===== src/logic/decc_pkg.sv =====
// constants, field positions and types shared by the drawing-engine front end
// assumes a 16-bit host i/o port decode with full 16-bit port addresses
package decc_pkg;

	// ****************************************
	// port addresses
	// ****************************************
	localparam logic [15:0] ADDR_CFG_WR   = 16'h7aee; // engine_config_write
	localparam logic [15:0] ADDR_CFG_RD   = 16'h8eee; // engine_config_readback
	localparam logic [15:0] ADDR_LD_OPT   = 16'ha2ee; // linedraw options
	localparam logic [15:0] ADDR_LD_IDX   = 16'hfaee; // linedraw index
	localparam logic [15:0] ADDR_LINEDRAW = 16'hfeee; // linedraw point port
	localparam logic [15:0] ADDR_STEP     = 16'h96ee; // line_step_count
	localparam logic [15:0] ADDR_SSV      = 16'hc6ee; // short-vector command
	localparam logic [15:0] ADDR_SCANX    = 16'hcaee; // scan_end_x
	localparam logic [15:0] ADDR_BLITY    = 16'haeee; // blit_dest_y_last
	localparam logic [15:0] ADDR_STATUS   = 16'h62ee; // engine_status_ext
	localparam logic [15:0] ADDR_SUBSYS   = 16'h42e8; // subsystem control
	localparam logic [15:0] ADDR_SC_L     = 16'hdaee; // extended scissor bounds
	localparam logic [15:0] ADDR_SC_T     = 16'hdeee;
	localparam logic [15:0] ADDR_SC_R     = 16'he2ee;
	localparam logic [15:0] ADDR_SC_B     = 16'he6ee;
	localparam logic [15:0] ADDR_LG_L     = 16'hd2e8; // legacy scissor bounds
	localparam logic [15:0] ADDR_LG_T     = 16'hd6e8;
	localparam logic [15:0] ADDR_LG_R     = 16'hdae8;
	localparam logic [15:0] ADDR_LG_B     = 16'hdee8;

	// ****************************************
	// field positions and reset values
	// ****************************************
	localparam int CFG_CM16_LSB  = 6;  // 16-bit colour layout
	localparam int CFG_PAR       = 8;  // parallel pixels to dac
	localparam int CFG_TRUEB     = 9;  // true-colour bytes per pixel
	localparam int CFG_ORDER     = 10; // true-colour byte order
	localparam int CFG_RS_LSB    = 12; // dac register select
	localparam int CFG_DAC8      = 14; // dac width
	localparam int OPT_CLIP_LSB  = 9;  // pre-clip mode
	localparam int SUB_IRQ_CLR   = 3;  // clear inside-scissor pending
	localparam int SUB_IRQ_EN    = 11; // inside_clip_irq_en
	localparam int ST_EXC        = 4;  // status: exception pending
	localparam int ST_IRQ        = 5;  // status: inside pending
	localparam logic [15:0] CFG_RST = 16'h0000;
	localparam logic [15:0] OPT_RST = 16'h0000;
	localparam logic [11:0] SC_MIN  = 12'h800; // -2048
	localparam logic [11:0] SC_MAX  = 12'h7ff; // 2047
	localparam logic signed [15:0] DEV_MIN = -16'sd512;
	localparam logic signed [15:0] DEV_MAX = 16'sd1535;
	localparam logic [3:0] OVR_MAX = 4'hf;

	// ****************************************
	// types
	// ****************************************
	typedef enum logic [2:0]
	{
		IDX_X0 = 3'b000, IDX_Y0 = 3'b001, IDX_X1 = 3'b010,
		IDX_Y1 = 3'b011, IDX_X2 = 3'b100, IDX_Y2 = 3'b101
	} decc_idx_e;
	typedef enum logic [1:0] {CLS_ACCEPT = 2'b00, CLS_REJECT = 2'b01, CLS_EXCEPT = 2'b10} decc_cls_e;
	typedef enum logic [1:0] {CLIP_MODE_OFF = 2'b00, CLIP_MODE_LINE = 2'b01,
		CLIP_MODE_POLY = 2'b10, CLIP_MODE_PAT = 2'b11} decc_clip_e;
	typedef enum logic {CST_OK = 1'b0, CST_EXC = 1'b1} decc_cst_e;
	typedef enum logic [2:0]
	{
		DK_STEP = 3'b000, DK_SSV = 3'b001, DK_SCAN = 3'b010, DK_LINE = 3'b011, DK_BLIT = 3'b100
	} decc_kind_e;
endpackage


===== src/logic/decc_cls_if.sv =====
// link between the front end and its line pre-clip classifier
// assumes both ends sit in the same clock domain; the path is purely combinational
`timescale 1ns/10ps
interface decc_cls_if;
	logic signed [15:0]   x0;   // segment start
	logic signed [15:0]   y0;
	logic signed [15:0]   x1;   // segment end
	logic signed [15:0]   y1;
	logic signed [11:0]   sc_l; // scissor bounds
	logic signed [11:0]   sc_t;
	logic signed [11:0]   sc_r;
	logic signed [11:0]   sc_b;
	decc_pkg::decc_clip_e mode; // pre-clip mode
	decc_pkg::decc_cls_e  cls;  // verdict

	modport engine (output x0, y0, x1, y1, sc_l, sc_t, sc_r, sc_b, mode, input cls);
	modport classifier (input x0, y0, x1, y1, sc_l, sc_t, sc_r, sc_b, mode, output cls);
endinterface


===== src/logic/decc_classify.sv =====
// line pre-clip classifier: accept, trivially reject, or raise an exception
// assumes endpoints are 16-bit signed and scissor bounds 12-bit signed
`timescale 1ns/10ps
module decc_classify
(
	// classifier side of the link
	decc_cls_if.classifier c
);
	logic out0, out1;       // endpoint outside device space
	logic bl, br, ba, bb;   // both left / right / above / below scissor
	logic poly_exc;         // polygon case whose clamping would bend the line
	logic signed [15:0] l, t, r, b;

	// sign-extend bounds to the endpoint width
	assign l = {{4{c.sc_l[11]}}, c.sc_l};
	assign t = {{4{c.sc_t[11]}}, c.sc_t};
	assign r = {{4{c.sc_r[11]}}, c.sc_r};
	assign b = {{4{c.sc_b[11]}}, c.sc_b};

	// device space limits what the draw engine can really rasterise
	assign out0 = (c.x0 < decc_pkg::DEV_MIN) || (c.x0 > decc_pkg::DEV_MAX) ||
		(c.y0 < decc_pkg::DEV_MIN) || (c.y0 > decc_pkg::DEV_MAX); // [RULE20]
	assign out1 = (c.x1 < decc_pkg::DEV_MIN) || (c.x1 > decc_pkg::DEV_MAX) ||
		(c.y1 < decc_pkg::DEV_MIN) || (c.y1 > decc_pkg::DEV_MAX);
	assign bl = (c.x0 <= l) && (c.x1 <= l);
	assign br = (c.x0 >= r) && (c.x1 >= r);
	assign ba = (c.y0 < t) && (c.y1 < t);
	assign bb = (c.y0 > b) && (c.y1 > b);
	assign poly_exc = ((c.x0 < decc_pkg::DEV_MIN) && (c.x1 > l)) ||
		((c.x1 < decc_pkg::DEV_MIN) && (c.x0 > l));

	// verdict per mode; off never rejects and never raises
	always_comb
	begin
		c.cls = decc_pkg::CLS_ACCEPT;
		case (c.mode) // [RULE18]
			decc_pkg::CLIP_MODE_LINE:
			begin
				if (bl || br || ba || bb)
					c.cls = decc_pkg::CLS_REJECT;
				else if (out0 || out1)
					c.cls = decc_pkg::CLS_EXCEPT;
			end
			decc_pkg::CLIP_MODE_POLY:
			begin
				// polygon edges beside the scissor are clamped, not dropped
				if (ba || bb)
					c.cls = decc_pkg::CLS_REJECT;
				else if (poly_exc || (out0 || out1) && !(bl || br))
					c.cls = decc_pkg::CLS_EXCEPT;
			end
			decc_pkg::CLIP_MODE_PAT:
			begin
				// patterned lines are drawn whole so the pattern index stays right
				if (out0 || out1)
					c.cls = decc_pkg::CLS_EXCEPT;
			end
			default:
				c.cls = decc_pkg::CLS_ACCEPT;
		endcase
	end
endmodule


===== src/logic/decc_top.sv =====
// drawing-engine front end: configuration, draw triggers, scissor, point port, pre-clip
// assumes the host i/o strobes are one-cycle and synchronous to CLK, one access per cycle
//
// Function
// [RULE1] 16-bit colour packs per layout field
// [RULE2] parallel-pixel bit passes two units to dac
// [RULE3] bit 9 picks three or four bytes
// [RULE4] four-byte mode: spare byte set by order
// [RULE5] true-colour byte order per order field
// [RULE6] config 13:12 drive dac register selects
// [RULE7] config bit 14 picks dac width
// [RULE8] config readable at its readback port
// [RULE9] five trigger ports start drawing operations
// [RULE10] drawing coordinates valid -512 to 1535 only
// [RULE11] enabled inside-scissor draws raise an interrupt
// [RULE12] extended scissor bounds are 12-bit signed
// [RULE13] legacy bounds have narrower signed/unsigned ranges
// [RULE14] inside test: exclusive x, inclusive y
// [RULE15] short vectors under 16 pixels, 45 degree steps
// [RULE16] host loads index before point data
// [RULE17] each point write uses index, then increments
// [RULE18] clip mode selects off/line/polygon/pattern
// [RULE19] unclippable segment raises clip exception
// [RULE20] pre-clip accepts 16-bit signed endpoints
// [RULE21] after exception reject ends, count attempts
// [RULE22] overrun cleared by mode zero or Y
// [RULE23] rejected line moves pen without drawing
// [RULE24] accept or reject in the write cycle
// [RULE25] reset clears mode, index, exception, interrupt
`timescale 1ns/10ps
module decc_top
(
	// clock and reset
	input  wire logic        CLK,
	input  wire logic        RESET_N,
	// host i/o port
	input  wire logic [15:0] IO_ADDR,
	input  wire logic [15:0] IO_WDATA,
	input  wire logic        IO_WR,
	input  wire logic        IO_RD,
	output      logic [15:0] IO_RDATA,
	// pixel formatting
	input  wire logic [7:0]  COLOR_R,
	input  wire logic [7:0]  COLOR_G,
	input  wire logic [7:0]  COLOR_B,
	output      logic [15:0] PIX16,
	output      logic [31:0] PIXTC,
	output      logic        TC_FOUR_BYTES,
	// dac control
	output      logic [1:0]  DAC_RS,
	output      logic        DAC_8BIT,
	output      logic        DAC_PAR_PIXELS,
	// draw engine hand-off
	output      logic        DRAW_START,
	output      logic [2:0]  DRAW_KIND,
	output      logic [15:0] DRAW_DATA,
	output      logic [11:0] PEN_X,
	output      logic [11:0] PEN_Y,
	// events
	output      logic        CLIP_EXC,
	output      logic        INSIDE_IRQ
);
	// ****************************************
	// state
	// ****************************************
	logic [15:0]          cfg_q;       // engine_config_write image
	logic [15:0]          opt_q;       // linedraw options
	decc_pkg::decc_idx_e  idx_q;       // linedraw index
	logic signed [15:0]   pen_x_q;     // current position, full precision
	logic signed [15:0]   pen_y_q;
	logic signed [15:0]   end_x_q;     // latched end x
	logic signed [11:0]   sc_l_q, sc_t_q, sc_r_q, sc_b_q; // scissor bounds
	logic                 irq_en_q;    // inside_clip_irq_en
	logic                 irq_q;       // inside-scissor pending
	decc_pkg::decc_cst_e  cst_q;       // clip exception state
	logic [3:0]           ovr_q;       // clip overrun count
	logic [15:0]          rdata_q;     // read data
	logic                 start_q;     // draw start pulse
	logic [2:0]           kind_q;      // draw kind
	logic [15:0]          ddata_q;     // draw operand
	logic [15:0]          pix16_q;     // packed 16-bit colour
	logic [31:0]          pixtc_q;     // packed true colour

	// ****************************************
	// decode and same-cycle verdict
	// ****************************************
	logic wr_cfg, wr_opt, ld_wr, draw_y, reject_wr, new_exc, line_go, clr_ovr, trig_other, ins_hit;
	logic [2:0] trig_kind;
	logic [15:0] status;

	decc_cls_if cif ();

	// hand the pending segment to the classifier
	assign cif.x0   = pen_x_q;
	assign cif.y0   = pen_y_q;
	assign cif.x1   = end_x_q;
	assign cif.y1   = IO_WDATA;
	assign cif.sc_l = sc_l_q;
	assign cif.sc_t = sc_t_q;
	assign cif.sc_r = sc_r_q;
	assign cif.sc_b = sc_b_q;
	assign cif.mode = decc_pkg::decc_clip_e'(opt_q[decc_pkg::OPT_CLIP_LSB +: 2]);

	decc_classify u_cls
	(
		.c (cif.classifier)
	);

	// inside test on the full 16-bit coordinates against the 12-bit bounds
	function automatic logic in_scissor(input logic signed [15:0] x, input logic signed [15:0] y,
		input logic signed [11:0] l, input logic signed [11:0] t,
		input logic signed [11:0] r, input logic signed [11:0] b);
		in_scissor = (l < x) && (x < r) && (t <= y) && (y <= b); // [RULE14]
	endfunction

	assign wr_cfg    = IO_WR && (IO_ADDR == decc_pkg::ADDR_CFG_WR);
	assign wr_opt    = IO_WR && (IO_ADDR == decc_pkg::ADDR_LD_OPT);
	assign ld_wr     = IO_WR && (IO_ADDR == decc_pkg::ADDR_LINEDRAW);
	assign draw_y    = ld_wr && ((idx_q == decc_pkg::IDX_Y1) || (idx_q == decc_pkg::IDX_Y2));
	// decided combinationally so each refused write is counted in its own write cycle, saturating at 15
	assign reject_wr = draw_y && (cst_q == decc_pkg::CST_EXC); // [RULE24]
	assign new_exc   = draw_y && (cst_q == decc_pkg::CST_OK) && (cif.cls == decc_pkg::CLS_EXCEPT); // [RULE19]
	assign line_go   = draw_y && (cst_q == decc_pkg::CST_OK) && (cif.cls == decc_pkg::CLS_ACCEPT);
	assign clr_ovr   = (wr_opt && (IO_WDATA[decc_pkg::OPT_CLIP_LSB +: 2] == decc_pkg::CLIP_MODE_OFF)) ||
		(ld_wr && (idx_q == decc_pkg::IDX_Y0)); // [RULE22]

	// other trigger ports
	always_comb
	begin
		trig_other = IO_WR;
		trig_kind  = decc_pkg::DK_STEP;
		case (IO_ADDR) // [RULE9]
			decc_pkg::ADDR_STEP:  trig_kind = decc_pkg::DK_STEP;
			decc_pkg::ADDR_SSV:   trig_kind = decc_pkg::DK_SSV;
			decc_pkg::ADDR_SCANX: trig_kind = decc_pkg::DK_SCAN;
			decc_pkg::ADDR_BLITY: trig_kind = decc_pkg::DK_BLIT;
			default:              trig_other = 1'b0;
		endcase
	end

	// a draw touches the scissor if it starts inside it, or for a line if either end is inside it
	assign ins_hit = (trig_other && in_scissor(pen_x_q, pen_y_q, sc_l_q, sc_t_q, sc_r_q, sc_b_q)) ||
		(line_go && (in_scissor(pen_x_q, pen_y_q, sc_l_q, sc_t_q, sc_r_q, sc_b_q) ||
		in_scissor(end_x_q, IO_WDATA, sc_l_q, sc_t_q, sc_r_q, sc_b_q)));

	// status: index 8:6, inside pending 5, exception 4, overrun count 3:0
	assign status = {7'h00, 3'(idx_q), irq_q, (cst_q == decc_pkg::CST_EXC), ovr_q};

	// ****************************************
	// configuration and options
	// ****************************************
	// write-only config image; also readable at its readback port
	always_ff @(posedge CLK)
	begin
		if (!RESET_N)
			cfg_q <= decc_pkg::CFG_RST;
		else if (wr_cfg)
			cfg_q <= IO_WDATA;
	end

	// options hold the pre-clip mode, zero after reset
	always_ff @(posedge CLK)
	begin
		if (!RESET_N)
			opt_q <= decc_pkg::OPT_RST; // [RULE25]
		else if (wr_opt)
			opt_q <= IO_WDATA;
	end

	// subsystem control: enable and clear; a new hit beats the clear
	always_ff @(posedge CLK)
	begin
		if (!RESET_N)
		begin
			irq_en_q <= 1'b0;
			irq_q    <= 1'b0;
		end
		else
		begin
			if (IO_WR && (IO_ADDR == decc_pkg::ADDR_SUBSYS))
				irq_en_q <= IO_WDATA[decc_pkg::SUB_IRQ_EN];
			if (irq_en_q && ins_hit)
				irq_q <= 1'b1; // [RULE11]
			else if (IO_WR && (IO_ADDR == decc_pkg::ADDR_SUBSYS) && IO_WDATA[decc_pkg::SUB_IRQ_CLR])
				irq_q <= 1'b0;
		end
	end

	// ****************************************
	// scissor bounds
	// ****************************************
	// legacy ports load the same bounds: left/top sign-extended, right/bottom zero-extended
	always_ff @(posedge CLK)
	begin
		if (!RESET_N)
		begin
			sc_l_q <= decc_pkg::SC_MIN;
			sc_t_q <= decc_pkg::SC_MIN;
			sc_r_q <= decc_pkg::SC_MAX;
			sc_b_q <= decc_pkg::SC_MAX;
		end
		else if (IO_WR)
		begin
			case (IO_ADDR)
				decc_pkg::ADDR_SC_L: sc_l_q <= IO_WDATA[11:0]; // [RULE12]
				decc_pkg::ADDR_SC_T: sc_t_q <= IO_WDATA[11:0];
				decc_pkg::ADDR_SC_R: sc_r_q <= IO_WDATA[11:0];
				decc_pkg::ADDR_SC_B: sc_b_q <= IO_WDATA[11:0];
				decc_pkg::ADDR_LG_L: sc_l_q <= {IO_WDATA[10], IO_WDATA[10:0]}; // [RULE13]
				decc_pkg::ADDR_LG_T: sc_t_q <= {IO_WDATA[10], IO_WDATA[10:0]};
				decc_pkg::ADDR_LG_R: sc_r_q <= {1'b0, IO_WDATA[10:0]};
				decc_pkg::ADDR_LG_B: sc_b_q <= {1'b0, IO_WDATA[10:0]};
				default:             sc_l_q <= sc_l_q;
			endcase
		end
	end

	// ****************************************
	// point port
	// ****************************************
	// index steps by one per point write; the second end pair wraps back to the first
	always_ff @(posedge CLK)
	begin
		if (!RESET_N)
			idx_q <= decc_pkg::IDX_X0; // [RULE25]
		else if (IO_WR && (IO_ADDR == decc_pkg::ADDR_LD_IDX))
			idx_q <= decc_pkg::decc_idx_e'(IO_WDATA[2:0]); // [RULE16]
		else if (ld_wr)
			idx_q <= (idx_q == decc_pkg::IDX_Y2) ? decc_pkg::IDX_X1 : decc_pkg::decc_idx_e'(idx_q + 3'h1); // [RULE17]
	end

	// pen and end latch; a rejected line still moves the pen, a refused write does not
	always_ff @(posedge CLK)
	begin
		if (!RESET_N)
		begin
			pen_x_q <= '0;
			pen_y_q <= '0;
			end_x_q <= '0;
		end
		else if (ld_wr)
		begin
			case (idx_q)
				decc_pkg::IDX_X0: pen_x_q <= IO_WDATA;
				decc_pkg::IDX_Y0: pen_y_q <= IO_WDATA;
				decc_pkg::IDX_X1, decc_pkg::IDX_X2: end_x_q <= IO_WDATA;
				default:
				begin
					if (line_go || (draw_y && !reject_wr && !new_exc))
					begin
						pen_x_q <= end_x_q; // [RULE23]
						pen_y_q <= IO_WDATA;
					end
				end
			endcase
		end
	end

	// exception state and overrun count; the raising event wins over any clear
	always_ff @(posedge CLK)
	begin
		if (!RESET_N)
		begin
			cst_q <= decc_pkg::CST_OK; // [RULE25]
			ovr_q <= '0;
		end
		else if (new_exc)
		begin
			cst_q <= decc_pkg::CST_EXC;
			ovr_q <= 4'h1;
		end
		else if (reject_wr)
			ovr_q <= (ovr_q == decc_pkg::OVR_MAX) ? ovr_q : ovr_q + 4'h1; // [RULE21]
		else if (clr_ovr)
		begin
			cst_q <= decc_pkg::CST_OK;
			ovr_q <= '0;
		end
	end

	// ****************************************
	// draw hand-off
	// ****************************************
	// one-cycle start pulse with its operand; short-vector length/direction ride in the operand
	always_ff @(posedge CLK)
	begin
		if (!RESET_N)
		begin
			start_q <= 1'b0;
			kind_q  <= decc_pkg::DK_STEP;
			ddata_q <= '0;
		end
		else
		begin
			start_q <= trig_other || line_go;
			if (line_go)
				kind_q <= decc_pkg::DK_LINE;
			else if (trig_other)
				kind_q <= trig_kind; // [RULE15]
			if (trig_other || line_go)
				ddata_q <= IO_WDATA;
		end
	end

	// ****************************************
	// pixel packing and read port
	// ****************************************
	// colour layouts take the top bits of each 8-bit component
	always_ff @(posedge CLK)
	begin
		if (!RESET_N)
			pix16_q <= '0;
		else
		begin
			case (cfg_q[decc_pkg::CFG_CM16_LSB +: 2]) // [RULE1]
				2'h0:    pix16_q <= {1'b0, COLOR_R[7:3], COLOR_G[7:3], COLOR_B[7:3]};
				2'h1:    pix16_q <= {COLOR_R[7:3], COLOR_G[7:2], COLOR_B[7:3]};
				2'h2:    pix16_q <= {COLOR_R[7:2], COLOR_G[7:3], COLOR_B[7:3]};
				default: pix16_q <= {COLOR_R[7:2], COLOR_G[7:2], COLOR_B[7:4]};
			endcase
		end
	end

	// true colour: order 0 keeps red-blue-green, spare byte at the bottom in four-byte mode
	always_ff @(posedge CLK)
	begin
		if (!RESET_N)
			pixtc_q <= '0;
		else if (cfg_q[decc_pkg::CFG_ORDER])
			pixtc_q <= {8'h00, COLOR_B, COLOR_G, COLOR_R}; // [RULE5]
		else if (cfg_q[decc_pkg::CFG_TRUEB])
			pixtc_q <= {COLOR_R, COLOR_B, COLOR_G, 8'h00}; // [RULE4]
		else
			pixtc_q <= {8'h00, COLOR_R, COLOR_B, COLOR_G}; // [RULE3]
	end

	// read data held until the next read
	always_ff @(posedge CLK)
	begin
		if (!RESET_N)
			rdata_q <= '0;
		else if (IO_RD)
		begin
			case (IO_ADDR)
				decc_pkg::ADDR_CFG_RD: rdata_q <= cfg_q; // [RULE8]
				decc_pkg::ADDR_LD_OPT: rdata_q <= opt_q;
				decc_pkg::ADDR_LD_IDX: rdata_q <= {13'h0000, 3'(idx_q)};
				decc_pkg::ADDR_STATUS: rdata_q <= {status[15:4], ovr_q};
				default:               rdata_q <= '0;
			endcase
		end
	end

	// ****************************************
	// outputs
	// ****************************************
	assign IO_RDATA       = rdata_q;
	assign PIX16          = pix16_q;
	assign PIXTC          = pixtc_q;
	assign TC_FOUR_BYTES  = cfg_q[decc_pkg::CFG_TRUEB];
	assign DAC_RS         = cfg_q[decc_pkg::CFG_RS_LSB +: 2]; // [RULE6]
	assign DAC_8BIT       = cfg_q[decc_pkg::CFG_DAC8];        // [RULE7]
	assign DAC_PAR_PIXELS = cfg_q[decc_pkg::CFG_PAR];         // [RULE2]
	assign DRAW_START     = start_q;
	assign DRAW_KIND      = kind_q;
	assign DRAW_DATA      = ddata_q;
	assign PEN_X          = pen_x_q[11:0]; // [RULE10]
	assign PEN_Y          = pen_y_q[11:0];
	assign CLIP_EXC       = (cst_q == decc_pkg::CST_EXC);
	assign INSIDE_IRQ     = irq_q;
endmodule


===== config.mk =====
export PLATFORM = sky130hd
export DESIGN_NAME = decc_top
export DESIGN_NICKNAME = d
export VERILOG_FILES = /design/src/logic/decc_pkg.sv /design/src/logic/decc_cls_if.sv /design/src/logic/decc_classify.sv /design/src/logic/decc_top.sv
export SDC_FILE = /design/constraint.sdc
export NUM_CORES = 1
export LEC_CHECK = 0
export BUFFER_PORTS_ARGS = -buffer_cell sky130_fd_sc_hd__buf_4
export CORE_ASPECT_RATIO = 0.75
export CORE_MARGIN = 8
export CORE_UTILIZATION = 55
export DETAILED_ROUTE_END_ITERATION = 7
export HOLD_SLACK_MARGIN = 0.02
export PLACE_DENSITY = 0.73
export SLEW_MARGIN = 20
export SYNTH_ARGS = -nofsm -noshare
export SYNTH_HDL_FRONTEND = slang
export SYNTH_SLANG_ARGS = --single-unit
export TNS_END_PERCENT = 1

===== constraint.sdc =====
create_clock -name CLK -period 9.05 [get_ports CLK]
set_input_delay 0 -clock CLK [delete_from_list [all_inputs] [get_ports CLK]]
set_output_delay 0 -clock CLK [all_outputs]
set_load 0.01 [all_outputs]

; ---- After elaboration in Yosys (flattened, before gate mapping)
; Cells that the tools add are included.
[word_totals]
out_inout_bits = 115
regBits = 222
word_cells = 209
[classes]
magnitude_cmp = 26
n_mux = 33
eq_ne = 34
reduce_logical = 86
add_sub_neg = 2
bitwise = 5
[op_table]
columns = operator, count
row1 = 16-bit equality test (second input constant), 16
row2 = 12-bit one-hot mux with 2 select lines, 4
row3 = 16-bit by 12-bit greater-than comparator with 1-bit output, 4
row4 = 16-bit by 12-bit greater-than comparator with 1-bit output (second input constant), 4
row5 = 16-bit by 12-bit less-or-equal comparator with 1-bit output, 4
row6 = 16-bit by 10-bit < comparator with 1-bit output (second input constant), 4
row7 = 16-bit by 12-bit < comparator with 1-bit output, 4
row8 = 16-bit one-hot mux with 2 select lines, 2
row9 = 16-bit one-hot mux with 4 select lines, 1
row10 = 16-bit by 15-bit equality test with 1-bit output (second input constant), 3
row11 = 24-bit 2-to-1 mux, 2
row12 = 16-bit one-hot mux with 3 select lines, 1
row13 = 16-bit by 12-bit >= comparator with 1-bit output, 2
row14 = 12-bit by 16-bit less-or-equal comparator with 1-bit output, 2
row15 = 12-bit by 16-bit < comparator with 1-bit output, 2
row16 = 16-bit 2-to-1 mux, 2
row17 = 1-bit logical AND, 31
row18 = 2-bit nonzero test, 11
row19 = 1-bit logical OR, 19
row20 = 2-bit AND reduction, 8
row21 = 2-bit 2-to-1 mux, 6
row22 = 4-bit 2-to-1 mux, 3
row23 = 3-bit 2-to-1 mux, 3
row24 = 3-bit one-hot mux with 3 select lines, 1
row25 = 22 further kinds, 47

; ---- Logic depth before layout (Yosys ltp)
[depth]
word_depth = 17
ltp_mapped = 14

; ---- By module
; From an unflattened synthesis, not the netlist that was laid out.
[unflattened]
hier_cells = 1840
hier_area_um2 = 15432.3
[by_module_without_submodules]
columns = module, cells_each, instances, area_per_inst_um2
row1 = decc_top, 1434, 1, 12235.5
row2 = decc_classify, 406, 1, 3196.8

; ---- Worst setup path before layout
; No wires, ideal clock.
[synth_timing]
path_type = register to register
startpoint = reg sc_l_q[11] (netlist: cif.sc_l[11])
endpoint = reg ddata_q[10] (netlist: DRAW_DATA[10])
setup_ns = 0.128
n_path_buf = 2
t_arrival_ns = 2.889
setup_slack_ns = 6.033
period_less_slack_ns = 3.017
path_stages_with_launch = 14
required_time_ns = 8.922
path_cell_list = dfxtp_1 inv_1 ha_1 nand4_1 a2111oi_2 nor4_1 mux2_4 a221oi_4 o21bai_4 a41oi_2 buf_6 buf_12 mux2i_1 nor2_1
[synth_via]
elab_chain_cells = 12
elab_cells_between_ends = 21
classes_between = order compare (4) / mux (4) / reduce/logical (13)
[synth_lines]
columns = element, line
row1 = from (decl), decc_top.sv:72  ; logic signed [11:0] sc_l_q, sc_t_q, sc_r_q, sc_b_q;
row2 = from (signal assigned), decc_top.sv:197  ; sc_l_q <= decc_pkg::SC_MIN;
row3 = from (signal assigned), decc_top.sv:205  ; decc_pkg::ADDR_SC_L: sc_l_q <= IO_WDATA[11:0];
row4 = from (signal assigned), decc_top.sv:209  ; decc_pkg::ADDR_LG_L: sc_l_q <= {IO_WDATA[10], IO_WDATA[10:0]};
row5 = 16-bit by 12-bit less-or-equal comparator with 1-bit output, decc_classify.sv:25  ; assign bl = (c.x0 <= l) && (c.x1 <= l);
row6 = 1-bit logical AND, decc_classify.sv:25
row7 = 1-bit logical OR, "decc_classify.sv:39, decc_classify.sv:49"
row8 = 1-bit zero test, decc_classify.sv:49  ; else if (poly_exc || (out0 || out1) && !(bl || br))
row9 = 1-bit logical AND, decc_classify.sv:49
row10 = 1-bit logical OR, decc_classify.sv:49
row11 = 2-bit 2-to-1 mux, decc_classify.sv:49
row12 = 2-bit 2-to-1 mux, decc_classify.sv:47  ; if (ba || bb)
row13 = 2-bit one-hot mux with 3 select lines (*), decc_classify.sv:36  ; case (c.mode)
row14 = 2-bit zero test (*), decc_top.sv:123  ; assign line_go = draw_y && (cst_q == decc_pkg::CST_OK) && (cif.cls == decc_pkg::CLS_ACCEPT);
row15 = 1-bit logical AND (*), decc_top.sv:123
row16 = 1-bit logical OR (*), decc_top.sv:300  ; if (trig_other || line_go)
row17 = to (signal assigned), decc_top.sv:291  ; ddata_q <= '0;
row18 = to (signal assigned), decc_top.sv:301  ; ddata_q <= IO_WDATA;
row19 = to (decl), decc_top.sv:80  ; logic [15:0] ddata_q;
; Every way passes the cells marked *; elsewhere a longest branch is shown, timed or not.
; A chain may end at the register's enable or synchronous reset.

; ---- Final worst setup path
[layout_timing]
startpoint = reg sc_r_q[11] (netlist: cif.sc_r[11])
endpoint = reg pen_y_q[6] (netlist: cif.y0[6])
[layout_via]
elab_chain_cells = 16
elab_cells_between_ends = 22
classes_between = order compare (2) / eq/ne (1) / mux (4) / reduce/logical (15)
[layout_lines]
columns = element, line
row1 = from (decl), decc_top.sv:72
row2 = from (signal assigned), decc_top.sv:199  ; sc_r_q <= decc_pkg::SC_MAX;
row3 = from (signal assigned), decc_top.sv:207  ; decc_pkg::ADDR_SC_R: sc_r_q <= IO_WDATA[11:0];
row4 = from (signal assigned), decc_top.sv:211  ; decc_pkg::ADDR_LG_R: sc_r_q <= {1'b0, IO_WDATA[10:0]};
row5 = 16-bit by 12-bit >= comparator with 1-bit output, decc_classify.sv:26  ; assign br = (c.x0 >= r) && (c.x1 >= r);
row6 = 1-bit logical AND (*), decc_classify.sv:26
row7 = 1-bit logical OR (*), "decc_classify.sv:39, decc_classify.sv:49"
row8 = 1-bit zero test, decc_classify.sv:49
row9 = 1-bit logical AND, decc_classify.sv:49
row10 = 1-bit logical OR, decc_classify.sv:49
row11 = 2-bit 2-to-1 mux, decc_classify.sv:49
row12 = 2-bit 2-to-1 mux, decc_classify.sv:47
row13 = 2-bit one-hot mux with 3 select lines (*), decc_classify.sv:36
row14 = 2-bit equality test, decc_top.sv:122  ; assign new_exc = draw_y && (cst_q == decc_pkg::CST_OK) && (cif.cls == decc_pkg::CLS_EXCEPT);
row15 = 1-bit logical AND, decc_top.sv:122
row16 = 1-bit zero test, decc_top.sv:249  ; if (line_go || (draw_y && !reject_wr && !new_exc))
row17 = 1-bit logical AND, decc_top.sv:249
row18 = 1-bit logical OR (*), decc_top.sv:249
row19 = 2-bit nonzero test (no source line) (*), -
row20 = 3-bit AND reduction (no source line) (*), -
row21 = to (signal assigned), decc_top.sv:238  ; pen_y_q <= '0;
row22 = to (signal assigned), decc_top.sv:245  ; decc_pkg::IDX_Y0: pen_y_q <= IO_WDATA;
row23 = to (signal assigned), decc_top.sv:252  ; pen_y_q <= IO_WDATA;
row24 = to (decl), decc_top.sv:70  ; logic signed [15:0] pen_y_q;
; Marked as above.

==> reports/summary.txt <==
syn nets: 1637
placed wire-length estimate: 25.6 mm
initial antenna violation count: 0
syn_area_per_cell: 8.59 um^2
hold crit path type: in2reg
Sum Neg Setup Slack: 0 ps
DR pass1 iterations: 6
initial core utilization: 56.1%
fin crit share: 41.6%
cts bufs inserted: 23
Fmax: 0.266 GHz
vias: 11174
WS Path Type: reg2reg
slowest CP cell: nor4_1
I/O pin count: 175
post-CTS setup buffer count: 0
Worst Path Arrival: 4210 ps
unrepaired setup endpoints after global routing: no
antenna-violating nets left: 0
Power, Total: 2.12 mW
Seq/Total Area, Yosys: 35.8%
Synth Register Bits: 222
vias in the first global route: 10815
Worst EP required: 9490 ps
status: completed
area share of the largest cell type after synthesis: 35.8%
maximum vdd drop: 0.122 mV
Setup Skew: 12.6 ps
delay-heaviest family, CP: simple AND/OR/NAND/NOR gates
Die Y: 146 um
GRT Resource Usage Total: 26.0%
FP Rows: 47
MaxCap Viol Count: 0
worst hold path endpoint: irq_en_q
worst path bufs/invs: 2
first-pass GRT wire length: 59.3 mm
Syn Inst Count: 1444
Slew Limit Fails: 0
Final Net Count: 1800
Yosys cell types: 73
CORE AREA: 0.0221 mm^2
startpoint types: flip-flop
yosys warns: 0
Hold Vio Cnt, Final: 0
Ant. Diodes: 0
CP peak stage delay: 550 ps
WL/cell: 19.4 um
Pwr Density: 141 mW/mm^2
fin util: 67.7%
Hold Startpoint: IO_ADDR[15]
worst-case reg-to-reg path depth: 13
CTS root buffer: clkbuf_16
final wirelength: 37.2 mm
Reg2Reg Capture Point: cif.y0[6]
DRT iter0 DRCs: 785
Placer Congestion: 0.900
CP max FO: 16
via density per instance: 5.83
Leak: 6.88 nW
# fillers: 1834
cell mode on critical path: mux2i_1
die area: 0.0277 mm^2
count leader, synth: dfxtp_1
TritonCTS Sinks: 222
Synth Cell Area: 0.0124 mm^2
TritonCTS clock tree: yes
setup violators final: 0
Layout area overhead: 20.7%
die width: 189 um
Crit Reg-Reg Startpoint: cif.sc_r[11]
CTS clk-pin slew, worst paths: 70 ps
top cells by area, synth: dfxtp_1, ha_1, mux2i_1
synth cell count leaders: dfxtp_1, nand2_1, ha_1
sequence of cells on the critical path: inv_1 -> ha_1 -> nand4_1 -> nor4_1 -> o21ai_1 -> nand3_1 -> mux2i_1 -> a221oi_4 -> o21bai_4 -> a21boi_2 -> nor4b_4 -> buf_4 -> mux2i_1
WHS Path Cells: 6
prevailing post-synth register cell: dfxtp_1
flip-flop and latch area: 0.00444 mm^2
clk_lat worst skew: 520 ps
Least-Margin Pin Slew: 1020 ps
R2R Setup Slk: 5280 ps
grt ovf: 0
max_slew headroom: 32.3%
crit path time final: 3770 ps
area of the multi-input gates: 0.00721 mm^2
hold_ws: 36.2 ps
Post-synth EDFFs: 0
CP Capture Type: flip-flop
residual DRC count: 0
Async SR Flop Fraction: 0%
clock buffer depth: 3
CTS H-Tree Depth: 1
number of port buffers: 174
pin count of the biggest net entering global routing: 99
layout cells sized above 1: 16.3%
area leader, netlist: dfxtp_1
[layout by cell type, fill, tap and decap left out, drive strengths merged, types with 32 or more instances in the layout]
cell type,count
dfxtp,222
nand2,207
buf,186
ha,133
nor2,129
a21oi,127
mux2i,91
inv,58
dlygate4sd3,57
o21ai,50
nor2b,37
nand4,34
clkbuf,32
[cells by family after synthesis]
group	Yosys count	share of synthesized area, %
AND/OR/NAND/NOR	518	19.3
AO/OA/AOI/OAI	298	16.1
flip-flops	222	35.8
buffers and inverters	162	6.08
adder cells (fa/ha/maj)	133	13.4
multiplexers	110	9.13
XOR/XNOR	1	0.0706
[what timing repair did]
action                    4_1_cts  5_1_grt
resized for setup               0        0
hold endpoints to repair      188        0
hold buffers                   57        0
[area by class of cell]
cell class / count / share of cell area, %
Multi-Input combinational cell: 1060 / 48.2
Sequential cell: 222 / 29.7
Timing Repair Buffer: 243 / 13.1
Clock buffer: 32 / 4.40
Tap cell: 294 / 2.46
Inverter: 57 / 1.45
Clock inverter: 9 / 0.719
[report_power, final]
part           internal [mW]  switching [mW]
Sequential             0.988         0.00360
Combinational         0.0666          0.0868
Clock                  0.567           0.405
Total                   1.62           0.495
[worst register-to-register path: stages (launching register included)]
cell	delay (ps)
dfxtp_1	330
inv_1	190
ha_1	420
nand4_1	200
nor4_1	550
o21ai_1	140
nand3_1	180
mux2i_1	400
a221oi_4	140
o21bai_4	240
a21boi_2	100
nor4b_4	210
buf_4	340
mux2i_1	240
[how the worst max path moves through the flow]
stage                 startpoint       endpoint  depth (start not counted)
global placement    cif.sc_l[11]   DRAW_DATA[2]                         12
finish              cif.sc_r[11]      cif.y0[6]                         13
floorplan           cif.sc_l[11]  DRAW_DATA[10]                         13
detailed placement  cif.sc_r[11]     cif.y0[12]                         13
CTS                 cif.sc_r[11]      cif.y0[6]                         13
global route        cif.sc_r[11]      cif.y0[6]                         13
[state kept, by name (all words and copies together) (netlist names)]
register,flops
PIX16,16
INSIDE_IRQ,1
IO_RDATA,16
DRAW_DATA,16
cif.sc_t,12
idx_q,3
opt_q,16
cif.x1,16
cif.y0,16
cif.sc_l,12
ovr_q,4
cif.sc_r,12
PIXTC,32
cfg_q,16
DRAW_KIND,3
CLIP_EXC,1
cif.sc_b,12
cif.x0,16
DRAW_START,1
irq_en_q,1
[stage by stage]
stage          setup slack (ps)  cells  instance area, um^2
2_1_floorplan              6030   1444                12400
3_3_place_gp               5580   1819                13600
3_5_place_dp               5420   1819                13600
4_1_cts                    5370   1917                15000
5_1_grt                    4960   1917                15000
6_report                   5280   1917                15000
[routing by layer]
layer	GRT usage [%]	wire, um	vias up
met2	40.6	16200	365
met3	4.88	2580	93
li1	-	-	5415
met5	0	0	-
met4	10.5	1570	0
met1	34.9	16800	5301
No activity file was read; power rests on OpenSTA's default activity.
